==> config.mk <==
export PLATFORM = sky130hd
export DESIGN_NAME = timer8_waveform_control
export DESIGN_NICKNAME = d
export VERILOG_FILES = /design/src/timer8_pkg.sv /design/src/timer_tick_select.sv /design/src/timer8_waveform_control.sv
export SDC_FILE = /design/constraint.sdc
export NUM_CORES = 1
export LEC_CHECK = 0
export ABC_CLOCK_PERIOD_IN_PS = 7000
export BUFFER_PORTS_ARGS = -buffer_cell sky130_fd_sc_hd__buf_4
export CORE_MARGIN = 1.5
export CORE_UTILIZATION = 35
export CTS_CLUSTER_DIAMETER = 150
export DETAILED_ROUTE_END_ITERATION = 12
export SYNTH_ARGS = -nofsm -noshare
export SYNTH_HDL_FRONTEND = slang
export SYNTH_SLANG_ARGS = --single-unit
==> constraint.sdc <==
create_clock -name pclk -period 7 [get_ports pclk]
set_input_delay 0.7 -clock pclk [delete_from_list [all_inputs] [get_ports pclk]]
set_output_delay 0.7 -clock pclk [all_outputs]
set_load 0.05 [all_outputs]
==> src/timer8_pkg.sv <==
package timer8_pkg;

    // APB request as issued by the master.
    typedef struct packed {
        logic [9:0] paddr;
        logic pwrite;
        logic [31:0] pwdata;
        logic psel;
        logic penable;
    } apb_req_type;

    // Register indices; the byte address on the bus is four times the index.
    localparam logic [7:0] IDX_CTRL_A = 8'h30;
    localparam logic [7:0] IDX_CTRL_B = 8'h33;
    localparam logic [7:0] IDX_COUNT = 8'h32;
    localparam logic [7:0] IDX_CMP_A = 8'h36;
    localparam logic [7:0] IDX_STATUS = 8'h38;
    localparam logic [7:0] IDX_CMP_B = 8'h3c;

    // Field positions in timer_control_a.
    localparam int ACT_A_LSB = 6;
    localparam int ACT_B_LSB = 4;
    localparam int WGM_LOW_LSB = 0;
    // Field positions in timer_control_b.
    localparam int FORCE_A_BIT = 7;
    localparam int FORCE_B_BIT = 6;
    localparam int WGM_HIGH_BIT = 3;
    localparam int CLK_SEL_LSB = 0;
    // Field positions in the status register.
    localparam int STATUS_OVF_BIT = 0;
    localparam int STATUS_MATCH_LSB = 1;

    localparam logic [7:0] REG_RESET = 8'h00;
    localparam logic [7:0] COUNT_MAX = 8'hff;
    localparam logic [7:0] COUNT_BOTTOM = 8'h00;
    localparam logic [7:0] COUNT_STEP = 8'h01;

    // Waveform modes.
    localparam logic [2:0] WGM_NORMAL = 3'h0;
    localparam logic [2:0] WGM_PC_MAX = 3'h1;
    localparam logic [2:0] WGM_CTC = 3'h2;
    localparam logic [2:0] WGM_FAST_MAX = 3'h3;
    localparam logic [2:0] WGM_PC_CMPA = 3'h5;
    localparam logic [2:0] WGM_FAST_CMPA = 3'h7;

    // Clock sources.
    localparam logic [2:0] CS_STOP = 3'h0;
    localparam logic [2:0] CS_DIV1 = 3'h1;
    localparam logic [2:0] CS_DIV8 = 3'h2;
    localparam logic [2:0] CS_DIV64 = 3'h3;
    localparam logic [2:0] CS_DIV256 = 3'h4;
    localparam logic [2:0] CS_DIV1024 = 3'h5;
    localparam logic [2:0] CS_EXT_FALL = 3'h6;
    localparam logic [2:0] CS_EXT_RISE = 3'h7;

    // Prescaler terminal masks for divide by 8, 64, 256 and 1024.
    localparam logic [9:0] DIV8_MASK = 10'h007;
    localparam logic [9:0] DIV64_MASK = 10'h03f;
    localparam logic [9:0] DIV256_MASK = 10'h0ff;
    localparam logic [9:0] DIV1024_MASK = 10'h3ff;
    localparam logic [9:0] PRESCALE_STEP = 10'h001;

    typedef enum logic {COUNT_UP, COUNT_DOWN} count_dir_type;

    function automatic logic [9:0] reg_addr(input logic [7:0] idx);
        return {idx, 2'b00};
    endfunction

endpackage

==> src/timer_tick_select.sv <==
`timescale 1ns/1ps
module timer_tick_select
    import timer8_pkg::*;
(
    input wire logic pclk,
    input wire logic presetn,
    input wire logic [2:0] clk_src_select,
    input wire logic ext_count_pin,
    output logic tick
);

    logic ext_meta_q;
    logic ext_sync_q;
    logic ext_prev_q;
    logic [9:0] prescale_q;
    logic rise;
    logic fall;

    // The pin is asynchronous; the first stage is never looked at, and edges are found from the second and third stages.
    always_ff @(posedge pclk or negedge presetn) begin
        if (!presetn) begin
            ext_meta_q <= 1'b0;
            ext_sync_q <= 1'b0;
            ext_prev_q <= 1'b0;
        end else begin
            ext_meta_q <= ext_count_pin;
            ext_sync_q <= ext_meta_q;
            ext_prev_q <= ext_sync_q;
        end
    end

    // Free running, so a new source selection does not restart the divider.
    always_ff @(posedge pclk or negedge presetn) begin
        if (!presetn) begin
            prescale_q <= '0;
        end else begin
            prescale_q <= prescale_q + PRESCALE_STEP;
        end
    end

    // The pin is sampled regardless of its port direction.
    assign rise = ext_sync_q & ~ext_prev_q;
    assign fall = ~ext_sync_q & ext_prev_q;

    always_comb begin
        unique case (clk_src_select)
            CS_STOP: tick = 1'b0;
            CS_DIV1: tick = 1'b1;
            CS_DIV8: tick = (prescale_q & DIV8_MASK) == DIV8_MASK;
            CS_DIV64: tick = (prescale_q & DIV64_MASK) == DIV64_MASK;
            CS_DIV256: tick = (prescale_q & DIV256_MASK) == DIV256_MASK;
            CS_DIV1024: tick = (prescale_q & DIV1024_MASK) == DIV1024_MASK;
            CS_EXT_FALL: tick = fall;
            CS_EXT_RISE: tick = rise;
        endcase
    end

endmodule

==> src/timer8_waveform_control.sv <==
// Our own choice: the APB register port.
`timescale 1ns/1ps
module timer8_waveform_control
    import timer8_pkg::*;
(
    input wire logic pclk,
    input wire logic presetn,
    input wire apb_req_type apb_req,
    output logic pready,
    output logic [31:0] prdata,
    output logic pslverr,
    input wire logic ext_count_pin,
    input wire logic dir_out_a,
    input wire logic dir_out_b,
    output logic cmp_out_a_pin,
    output logic cmp_out_a_oe,
    output logic cmp_out_a_override,
    output logic cmp_out_b_pin,
    output logic cmp_out_b_oe,
    output logic cmp_out_b_override,
    output logic overflow_flag
);

    localparam int CH_A = 0;
    localparam int NUM_CH = 2;

    logic [1:0] out_action_q [NUM_CH];
    logic [2:0] wave_gen_select_q;
    logic [2:0] clk_src_select_q;
    logic [7:0] count_value_q;
    logic [7:0] count_value_d;
    count_dir_type dir_q;
    count_dir_type dir_d;
    logic [7:0] cmp_buf_q [NUM_CH];
    logic [7:0] cmp_live_q [NUM_CH];
    logic [NUM_CH-1:0] out_q;
    logic [NUM_CH-1:0] match_flag_q;
    logic overflow_q;
    logic block_q;
    logic [31:0] prdata_q;

    logic tick;
    logic access;
    logic wr;
    logic hit_ctrl_a;
    logic hit_ctrl_b;
    logic hit_count;
    logic hit_cmp_a;
    logic hit_cmp_b;
    logic hit_status;
    logic mapped;
    logic [7:0] wbyte;
    logic [7:0] rbyte;
    logic is_fast;
    logic is_pc;
    logic is_pwm;
    logic [7:0] top;
    logic count_write;
    logic ovf_event;
    logic update_point;
    logic [NUM_CH-1:0] hit_cmp;
    logic [NUM_CH-1:0] force_cmp;
    logic [NUM_CH-1:0] match;
    logic [NUM_CH-1:0] dir_out;

    timer_tick_select u_tick (
        .pclk(pclk),
        .presetn(presetn),
        .clk_src_select(clk_src_select_q),
        .ext_count_pin(ext_count_pin),
        .tick(tick)
    );

    // Bus decode. The slave never inserts wait states.
    assign access = apb_req.psel & apb_req.penable;
    assign wr = access & apb_req.pwrite;
    assign wbyte = apb_req.pwdata[7:0];
    assign hit_ctrl_a = apb_req.paddr == reg_addr(IDX_CTRL_A);
    assign hit_ctrl_b = apb_req.paddr == reg_addr(IDX_CTRL_B);
    assign hit_count = apb_req.paddr == reg_addr(IDX_COUNT);
    assign hit_cmp_a = apb_req.paddr == reg_addr(IDX_CMP_A);
    assign hit_cmp_b = apb_req.paddr == reg_addr(IDX_CMP_B);
    assign hit_status = apb_req.paddr == reg_addr(IDX_STATUS);
    assign hit_cmp = {hit_cmp_b, hit_cmp_a};
    assign mapped = hit_ctrl_a | hit_ctrl_b | hit_count | hit_cmp_a | hit_cmp_b | hit_status;
    assign pready = 1'b1;
    assign pslverr = access & ~mapped;
    assign prdata = prdata_q;

    // Mode decode; reserved modes 4 and 6 count like normal mode.
    assign is_fast = (wave_gen_select_q == WGM_FAST_MAX)
                     || (wave_gen_select_q == WGM_FAST_CMPA);
    assign is_pc = (wave_gen_select_q == WGM_PC_MAX)
                   || (wave_gen_select_q == WGM_PC_CMPA);
    assign is_pwm = is_fast | is_pc;
    assign top = ((wave_gen_select_q == WGM_CTC) || (wave_gen_select_q == WGM_PC_CMPA)
                  || (wave_gen_select_q == WGM_FAST_CMPA)) ? cmp_live_q[CH_A] : COUNT_MAX;

    // A counter write takes priority over a tick in the same cycle.
    assign count_write = wr & hit_count;
    // Forcing uses the mode in force before the write; PWM ignores it.
    assign force_cmp[0] = wr & hit_ctrl_b & wbyte[FORCE_A_BIT] & ~is_pwm;
    assign force_cmp[1] = wr & hit_ctrl_b & wbyte[FORCE_B_BIT] & ~is_pwm;
    assign update_point = tick & (count_value_q == top) & (is_fast | (dir_q == COUNT_UP));
    assign dir_out = {dir_out_b, dir_out_a};

    always_comb begin
        unique case (1'b1)
            is_pc: ovf_event = tick & (count_value_q == COUNT_BOTTOM);
            wave_gen_select_q == WGM_FAST_CMPA: ovf_event = tick & (count_value_q == top);
            default: ovf_event = tick & (count_value_q == COUNT_MAX);
        endcase
    end

    always_comb begin
        count_value_d = count_value_q + COUNT_STEP;
        dir_d = COUNT_UP;
        if (is_pc) begin
            unique case (dir_q)
                COUNT_UP: begin
                    if (count_value_q >= top) begin
                        dir_d = COUNT_DOWN;
                        count_value_d = count_value_q - COUNT_STEP;
                    end
                end
                COUNT_DOWN: begin
                    if (count_value_q == COUNT_BOTTOM) begin
                        dir_d = COUNT_UP;
                    end else begin
                        dir_d = COUNT_DOWN;
                        count_value_d = count_value_q - COUNT_STEP;
                    end
                end
            endcase
        end else if ((is_fast || wave_gen_select_q == WGM_CTC) && count_value_q == top) begin
            count_value_d = COUNT_BOTTOM;
        end
    end

    always_ff @(posedge pclk or negedge presetn) begin
        if (!presetn) begin
            count_value_q <= REG_RESET;
            dir_q <= COUNT_UP;
        end else if (count_write) begin
            count_value_q <= wbyte;
        end else if (tick) begin
            count_value_q <= count_value_d;
            dir_q <= dir_d;
        end
    end

    // Software writes to the counter mask the very next compare.
    always_ff @(posedge pclk or negedge presetn) begin
        if (!presetn) begin
            block_q <= 1'b0;
        end else if (count_write) begin
            block_q <= 1'b1;
        end else if (tick) begin
            block_q <= 1'b0;
        end
    end

    always_ff @(posedge pclk or negedge presetn) begin
        if (!presetn) begin
            out_action_q[0] <= '0;
            out_action_q[1] <= '0;
            wave_gen_select_q <= '0;
            clk_src_select_q <= CS_STOP;
        end else if (wr && hit_ctrl_a) begin
            out_action_q[0] <= wbyte[ACT_A_LSB +: 2];
            out_action_q[1] <= wbyte[ACT_B_LSB +: 2];
            wave_gen_select_q[1:0] <= wbyte[WGM_LOW_LSB +: 2];
        end else if (wr && hit_ctrl_b) begin
            wave_gen_select_q[2] <= wbyte[WGM_HIGH_BIT];
            clk_src_select_q <= wbyte[CLK_SEL_LSB +: 3];
        end
    end

    // A flag raised in the same cycle as its clear stays set.
    always_ff @(posedge pclk or negedge presetn) begin
        if (!presetn) begin
            overflow_q <= 1'b0;
        end else if (ovf_event) begin
            overflow_q <= 1'b1;
        end else if (wr && hit_status && wbyte[STATUS_OVF_BIT]) begin
            overflow_q <= 1'b0;
        end
    end
    assign overflow_flag = overflow_q;

    for (genvar i = 0; i < NUM_CH; i++) begin : g_ch
        logic [1:0] act;
        logic ignore_top;
        logic chan_toggle_ok;

        assign act = out_action_q[i];
        assign match[i] = tick & ~block_q & (count_value_q == cmp_live_q[i]);
        assign ignore_top = (cmp_live_q[i] == top) & act[1];
        // Only channel A may toggle in PWM modes, and only with a compare-A TOP.
        assign chan_toggle_ok = (i == CH_A) & wave_gen_select_q[2] & (act == 2'b01);

        // Double buffered in PWM modes so a period never sees a torn value.
        always_ff @(posedge pclk or negedge presetn) begin
            if (!presetn) begin
                cmp_buf_q[i] <= REG_RESET;
                cmp_live_q[i] <= REG_RESET;
            end else begin
                if (wr && hit_cmp[i]) begin
                    cmp_buf_q[i] <= wbyte;
                end
                if (!is_pwm) begin
                    cmp_live_q[i] <= (wr && hit_cmp[i]) ? wbyte : cmp_buf_q[i];
                end else if (update_point) begin
                    cmp_live_q[i] <= cmp_buf_q[i];
                end
            end
        end

        always_ff @(posedge pclk or negedge presetn) begin
            if (!presetn) begin
                out_q[i] <= 1'b0;
            end else if (is_fast) begin
                if (tick && count_value_q == top && act[1]) begin
                    out_q[i] <= ~act[0];
                end else if (match[i] && act[1] && !ignore_top) begin
                    out_q[i] <= act[0];
                end else if (match[i] && chan_toggle_ok) begin
                    out_q[i] <= ~out_q[i];
                end
            end else if (is_pc) begin
                if (tick && count_value_q == top && ignore_top) begin
                    out_q[i] <= ~act[0];
                end else if (match[i] && act[1] && !ignore_top) begin
                    out_q[i] <= (dir_q == COUNT_UP) ? act[0] : ~act[0];
                end else if (match[i] && chan_toggle_ok) begin
                    out_q[i] <= ~out_q[i];
                end
            end else if (force_cmp[i] || match[i]) begin
                unique case (act)
                    2'b00: out_q[i] <= out_q[i];
                    2'b01: out_q[i] <= ~out_q[i];
                    2'b10: out_q[i] <= 1'b0;
                    2'b11: out_q[i] <= 1'b1;
                endcase
            end
        end

        // Forced compares never reach this flag.
        always_ff @(posedge pclk or negedge presetn) begin
            if (!presetn) begin
                match_flag_q[i] <= 1'b0;
            end else if (match[i]) begin
                match_flag_q[i] <= 1'b1;
            end else if (wr && hit_status && wbyte[STATUS_MATCH_LSB + i]) begin
                match_flag_q[i] <= 1'b0;
            end
        end
    end

    assign cmp_out_a_pin = out_q[0];
    assign cmp_out_b_pin = out_q[1];
    assign cmp_out_a_override = out_action_q[0] != 2'b00;
    assign cmp_out_b_override = out_action_q[1] != 2'b00;
    assign cmp_out_a_oe = cmp_out_a_override & dir_out[0];
    assign cmp_out_b_oe = cmp_out_b_override & dir_out[1];

    always_comb begin
        rbyte = 8'h00;
        unique case (1'b1)
            hit_ctrl_a: rbyte = {out_action_q[0], out_action_q[1], 2'b00,
                                 wave_gen_select_q[1:0]};
            hit_ctrl_b: rbyte = {4'h0, wave_gen_select_q[2], clk_src_select_q};
            hit_count: rbyte = count_value_q;
            hit_cmp_a: rbyte = cmp_buf_q[0];
            hit_cmp_b: rbyte = cmp_buf_q[1];
            hit_status: rbyte = {5'h00, match_flag_q, overflow_q};
            default: rbyte = 8'h00;
        endcase
    end

    // Read data are captured in the setup cycle, so a read shows the
    // state one cycle before the access edge.
    always_ff @(posedge pclk or negedge presetn) begin
        if (!presetn) begin
            prdata_q <= '0;
        end else if (apb_req.psel && !apb_req.penable && !apb_req.pwrite) begin
            prdata_q <= {24'h000000, rbyte};
        end
    end

endmodule

==> flow_summary.json <==
{
  "fin_crit_sh": 0.536,
  "multi_input_area_um2": 2770,
  "report.final.slew_viol_count": 0,
  "start_util": 0.361,
  "p_sw_frac": 0.334,
  "worst-path-buf-inv": 1,
  "grt_pass1_wl_mm": 22.6,
  "dr.pass1.iters": 5,
  "worstMarginPinSlew_ns": 1.27,
  "crit_slowest_cell": "or3b_1",
  "dpl_cell_area_um2": 5340,
  "chipWidth_um": 123,
  "nets": 646,
  "setup_viol": 0,
  "drt-initial-drc-count": 441,
  "slew_headroom": 0.145,
  "final_area_um2": 5680,
  "whs_ns": 0.352,
  "worst_path_most_repeated_cell": "mux2i_1",
  "min_path_type": "flip-flop to flip-flop",
  "drv_cap": 0,
  "p_int_uw": 943,
  "finClkSkew_ns": 0.00714,
  "area_delta_synth_final_pct": 13.0,
  "num-fill-cells": 1353,
  "fp.dieArea_um2": 15100,
  "drt-vias-per-instance": 5.68,
  "max_stage_delay_ns": 0.54,
  "ys_seq_area_frac": 0.388,
  "critPathArrivalTime_ns": 3.97,
  "cts_hold_buf": 0,
  "io_buffers": 41,
  "ys_ff_latch": 78,
  "switching_power_uw": 473,
  "dpl.hpwl_mm": 10.5,
  "synth_edf_count": 0,
  "wl_per_cell_um": 18.9,
  "period_needed_ns": 3.75,
  "gr-usage-all-layers": 0.199,
  "synth_ff_type": "dfrtp_1",
  "num_vias": 4362,
  "grt_pass1_vias": 4090,
  "tns_ns": 0,
  "wirelength_mm": 14.5,
  "cts_tree": "built",
  "regArea_um2": 1950,
  "htreeDepth": 3,
  "required_ns": 7.22,
  "rsz0062_at_grt": "no",
  "grt_max_degree": 79,
  "grt_overflow": 0,
  "cts_resized": 0,
  "pwr-share-comb": 0.219,
  "crit_path_cell_trace": "buf_4, or3b_1, and2_4, or2_2, ha_1, and3_1, nor2_1, a21boi_0, o211ai_1, a21oi_1, mux2i_1, mux2i_1, nand2_1",
  "drc": 0,
  "synth_cell_types": 61,
  "synth.avg_cell_area_um2": 8.96,
  "cp-start-kind": "flip-flop",
  "ir_worst_vdd_v": 0.000164,
  "clock_sinks": 78,
  "ant_nets": 0,
  "die_h_um": 123,
  "syn_inst": 561,
  "worst-path-max-fanout": 43,
  "power.total_mw": 1.42,
  "critPathTopFamily": "simple AND/OR/NAND/NOR gates",
  "yosys_warnings": 0,
  "fp-row-count": 43,
  "core-area_um2": 13900,
  "post_cts_buffers": 0,
  "netlist_area_um2": 5020,
  "status": "finished clean",
  "grt_antenna_before_repair": 0,
  "path_clk_slew_ns": 0.06,
  "clkPwrFrac": 0.368,
  "p_leak_nw": 2.50,
  "clockRootBuffer": "clkbuf_16",
  "pwr-share-seq": 0.412,
  "final_hold_viol_count": 0,
  "async_reset_ff_frac": 1.00,
  "fmax_ghz": 0.267,
  "dp.cells": 752,
  "p_per_area_nw_per_um2": 249,
  "num_antenna_cells": 0,
  "numCtsBuffers": 9,
  "grt_use_met2": 0.303,
  "critPathKind": "flip-flop to flip-flop",
  "cp-end-kind": "flip-flop",
  "fin_cells": 768,
  "drive_gt1_frac": 0.167,
  "globalRouteMet3Util": 0.0316,
  "gp_congestion": 0.879,
  "ioPinCount": 91,
  "grt_util_met1": 0.283,
  "clock_latency_ns": 0.34,
  "busiest_layer": "met2",
  "cts_buffer_depth": 2
}
state kept, by name, summed over array words and instances, names as in the netlist, 2 cells and up:
name and flops:
cmp_live_q 16, u_tick.prescale_q 10, g_ch.act 4, match_flag_q 2
count_value_q 8, wave_gen_select_q 3, clk_src_select_q 3, prdata 8
cmp_buf_q 16
path summary, 6_finish.rpt:
check | slack (ns) | cells past startpoint | startpoint | endpoint
worst max-delay path | 3.25 | 13 | wave_gen_select_q[0] | count_value_q[6]
worst min-delay path | 0.35 | 0 | u_tick.ext_meta_q | u_tick.ext_sync_q
worst max register to register | 3.25 | 13 | wave_gen_select_q[0] | count_value_q[6]
worst min register to register | 0.35 | 0 | u_tick.ext_meta_q | u_tick.ext_sync_q
max in group asynchronous | 5.80 | 1 | presetn | prdata[2]
min in group asynchronous | 0.51 | 1 | presetn | wave_gen_select_q[1]
through the flow:
step           setup WS (ns)   util
2_1_floorplan           3.50      -
3_3_place_gp            3.35  0.383
3_5_place_dp            3.27  0.383
4_1_cts                 3.27  0.407
5_1_grt                 3.03  0.407
6_report                3.25  0.407
cell families (layout without fill, tap and decap cells):
kind of cell,Yosys count,count (layout),synth area share
and+or+nand+nor,211,211,0.207
AOI/OAI and AO/OA,121,121,0.166
DFF,78,78,0.388
buffers and inverters,72,76,0.0772
muxes,38,38,0.0827
xor gates and xnor gates,26,26,0.0453
adders and majority gates,13,13,0.0324
other,2,25,0.00149
cells in the final DEF, fill, tap and decap left out, types with 3 or more instances in the layout:
cell type / count
or4_1: 3
a211o_1: 4
a21oi_1: 15
a22oi_1: 14
a31oi_1: 30
nand3b_1: 4
ha_1: 13
nor4_1: 7
nand4_1: 8
xnor2_1: 20
and3_1: 17
mux2i_1: 10
clkbuf_16: 9
o211ai_1: 4
nand2_1: 68
nand2b_1: 5
and2_1: 4
a32oi_1: 3
nor2_1: 47
buf_4: 45
conb_1: 25
nor2b_1: 4
mux2_2: 27
o21a_1: 3
o21ai_0: 16
inv_1: 15
dfrtp_1: 78
nor3_1: 13
nand3_1: 19
a21o_1: 7
xor2_1: 6
cell usage after synthesis, types with 2 or more instances:
library cell	n	area [um^2]
buf_6	3	33.8
a22oi_1	14	105
a222oi_1	2	20.0
mux2_2	27	304
conb_1	2	7.51
mux2i_1	10	100
nor4_1	7	43.8
nor2_1	47	176
nor4_2	2	25.0
clkbuf_1	28	105
and2_1	4	25.0
or2_2	2	12.5
nor2b_1	4	25.0
o2bb2ai_1	2	17.5
a21o_1	7	52.6
nand4b_1	2	17.5
a31oi_1	30	188
nor3_1	13	65.1
nand3b_1	4	30.0
nand2_1	68	255
a21oi_1	15	75.1
nand3_1	19	95.1
dfrtp_1	78	1950
a32oi_1	3	26.3
o22ai_1	2	12.5
buf_4	25	188
a211o_1	4	35.0
and3_1	17	106
xnor2_1	20	175
o21a_1	3	22.5
o41ai_1	2	17.5
o21ai_0	16	80.1
xor2_1	6	52.6
ha_1	13	163
inv_1	15	56.3
a21boi_0	2	15.0
o311ai_0	2	17.5
o211ai_1	4	30.0
or4_1	3	22.5
a21oi_2	2	17.5
nand2b_1	5	31.3
nand4_1	8	50.1
worst register-to-register path, delay by kind of cell, from the launching register on:
kind / cells / cell delay (ns)
simple gates: 6 / 1.39
compound gates: 3 / 0.80
mux: 2 / 0.54
flops: 1 / 0.36
buf+inv: 1 / 0.27
fa+ha+maj: 1 / 0.27
routing by layer:
| layer | part of all wire | vias up |
|---|---|---|
| met1 | 0.45 | 2147 |
| met4 | 0.021 | 0 |
| met2 | 0.46 | 175 |
| met5 | 0 | - |
| li1 | - | 2020 |
| met3 | 0.064 | 20 |
layout make-up:
type / instances / area share
clock buffers: 11 / 0.0445
clock inverters: 5 / 0.0143
inverters: 15 / 0.00992
multi-input cells: 434 / 0.488
flip-flops and latches: 78 / 0.344
well taps: 180 / 0.0397
repair buffers: 45 / 0.0595
power by group through the flow:
stage / clock (mW) / sequential (mW) / combinational (mW)
2_1_floorplan: 0 / 0.538 / 0.263
3_3_place_gp: 0 / 0.587 / 0.300
3_5_place_dp: 0 / 0.588 / 0.308
4_1_cts: 0.526 / 0.581 / 0.310
5_1_grt: 0.548 / 0.589 / 0.345
6_report: 0.522 / 0.584 / 0.310
Note: power is estimated with default switching activity, not from simulation.
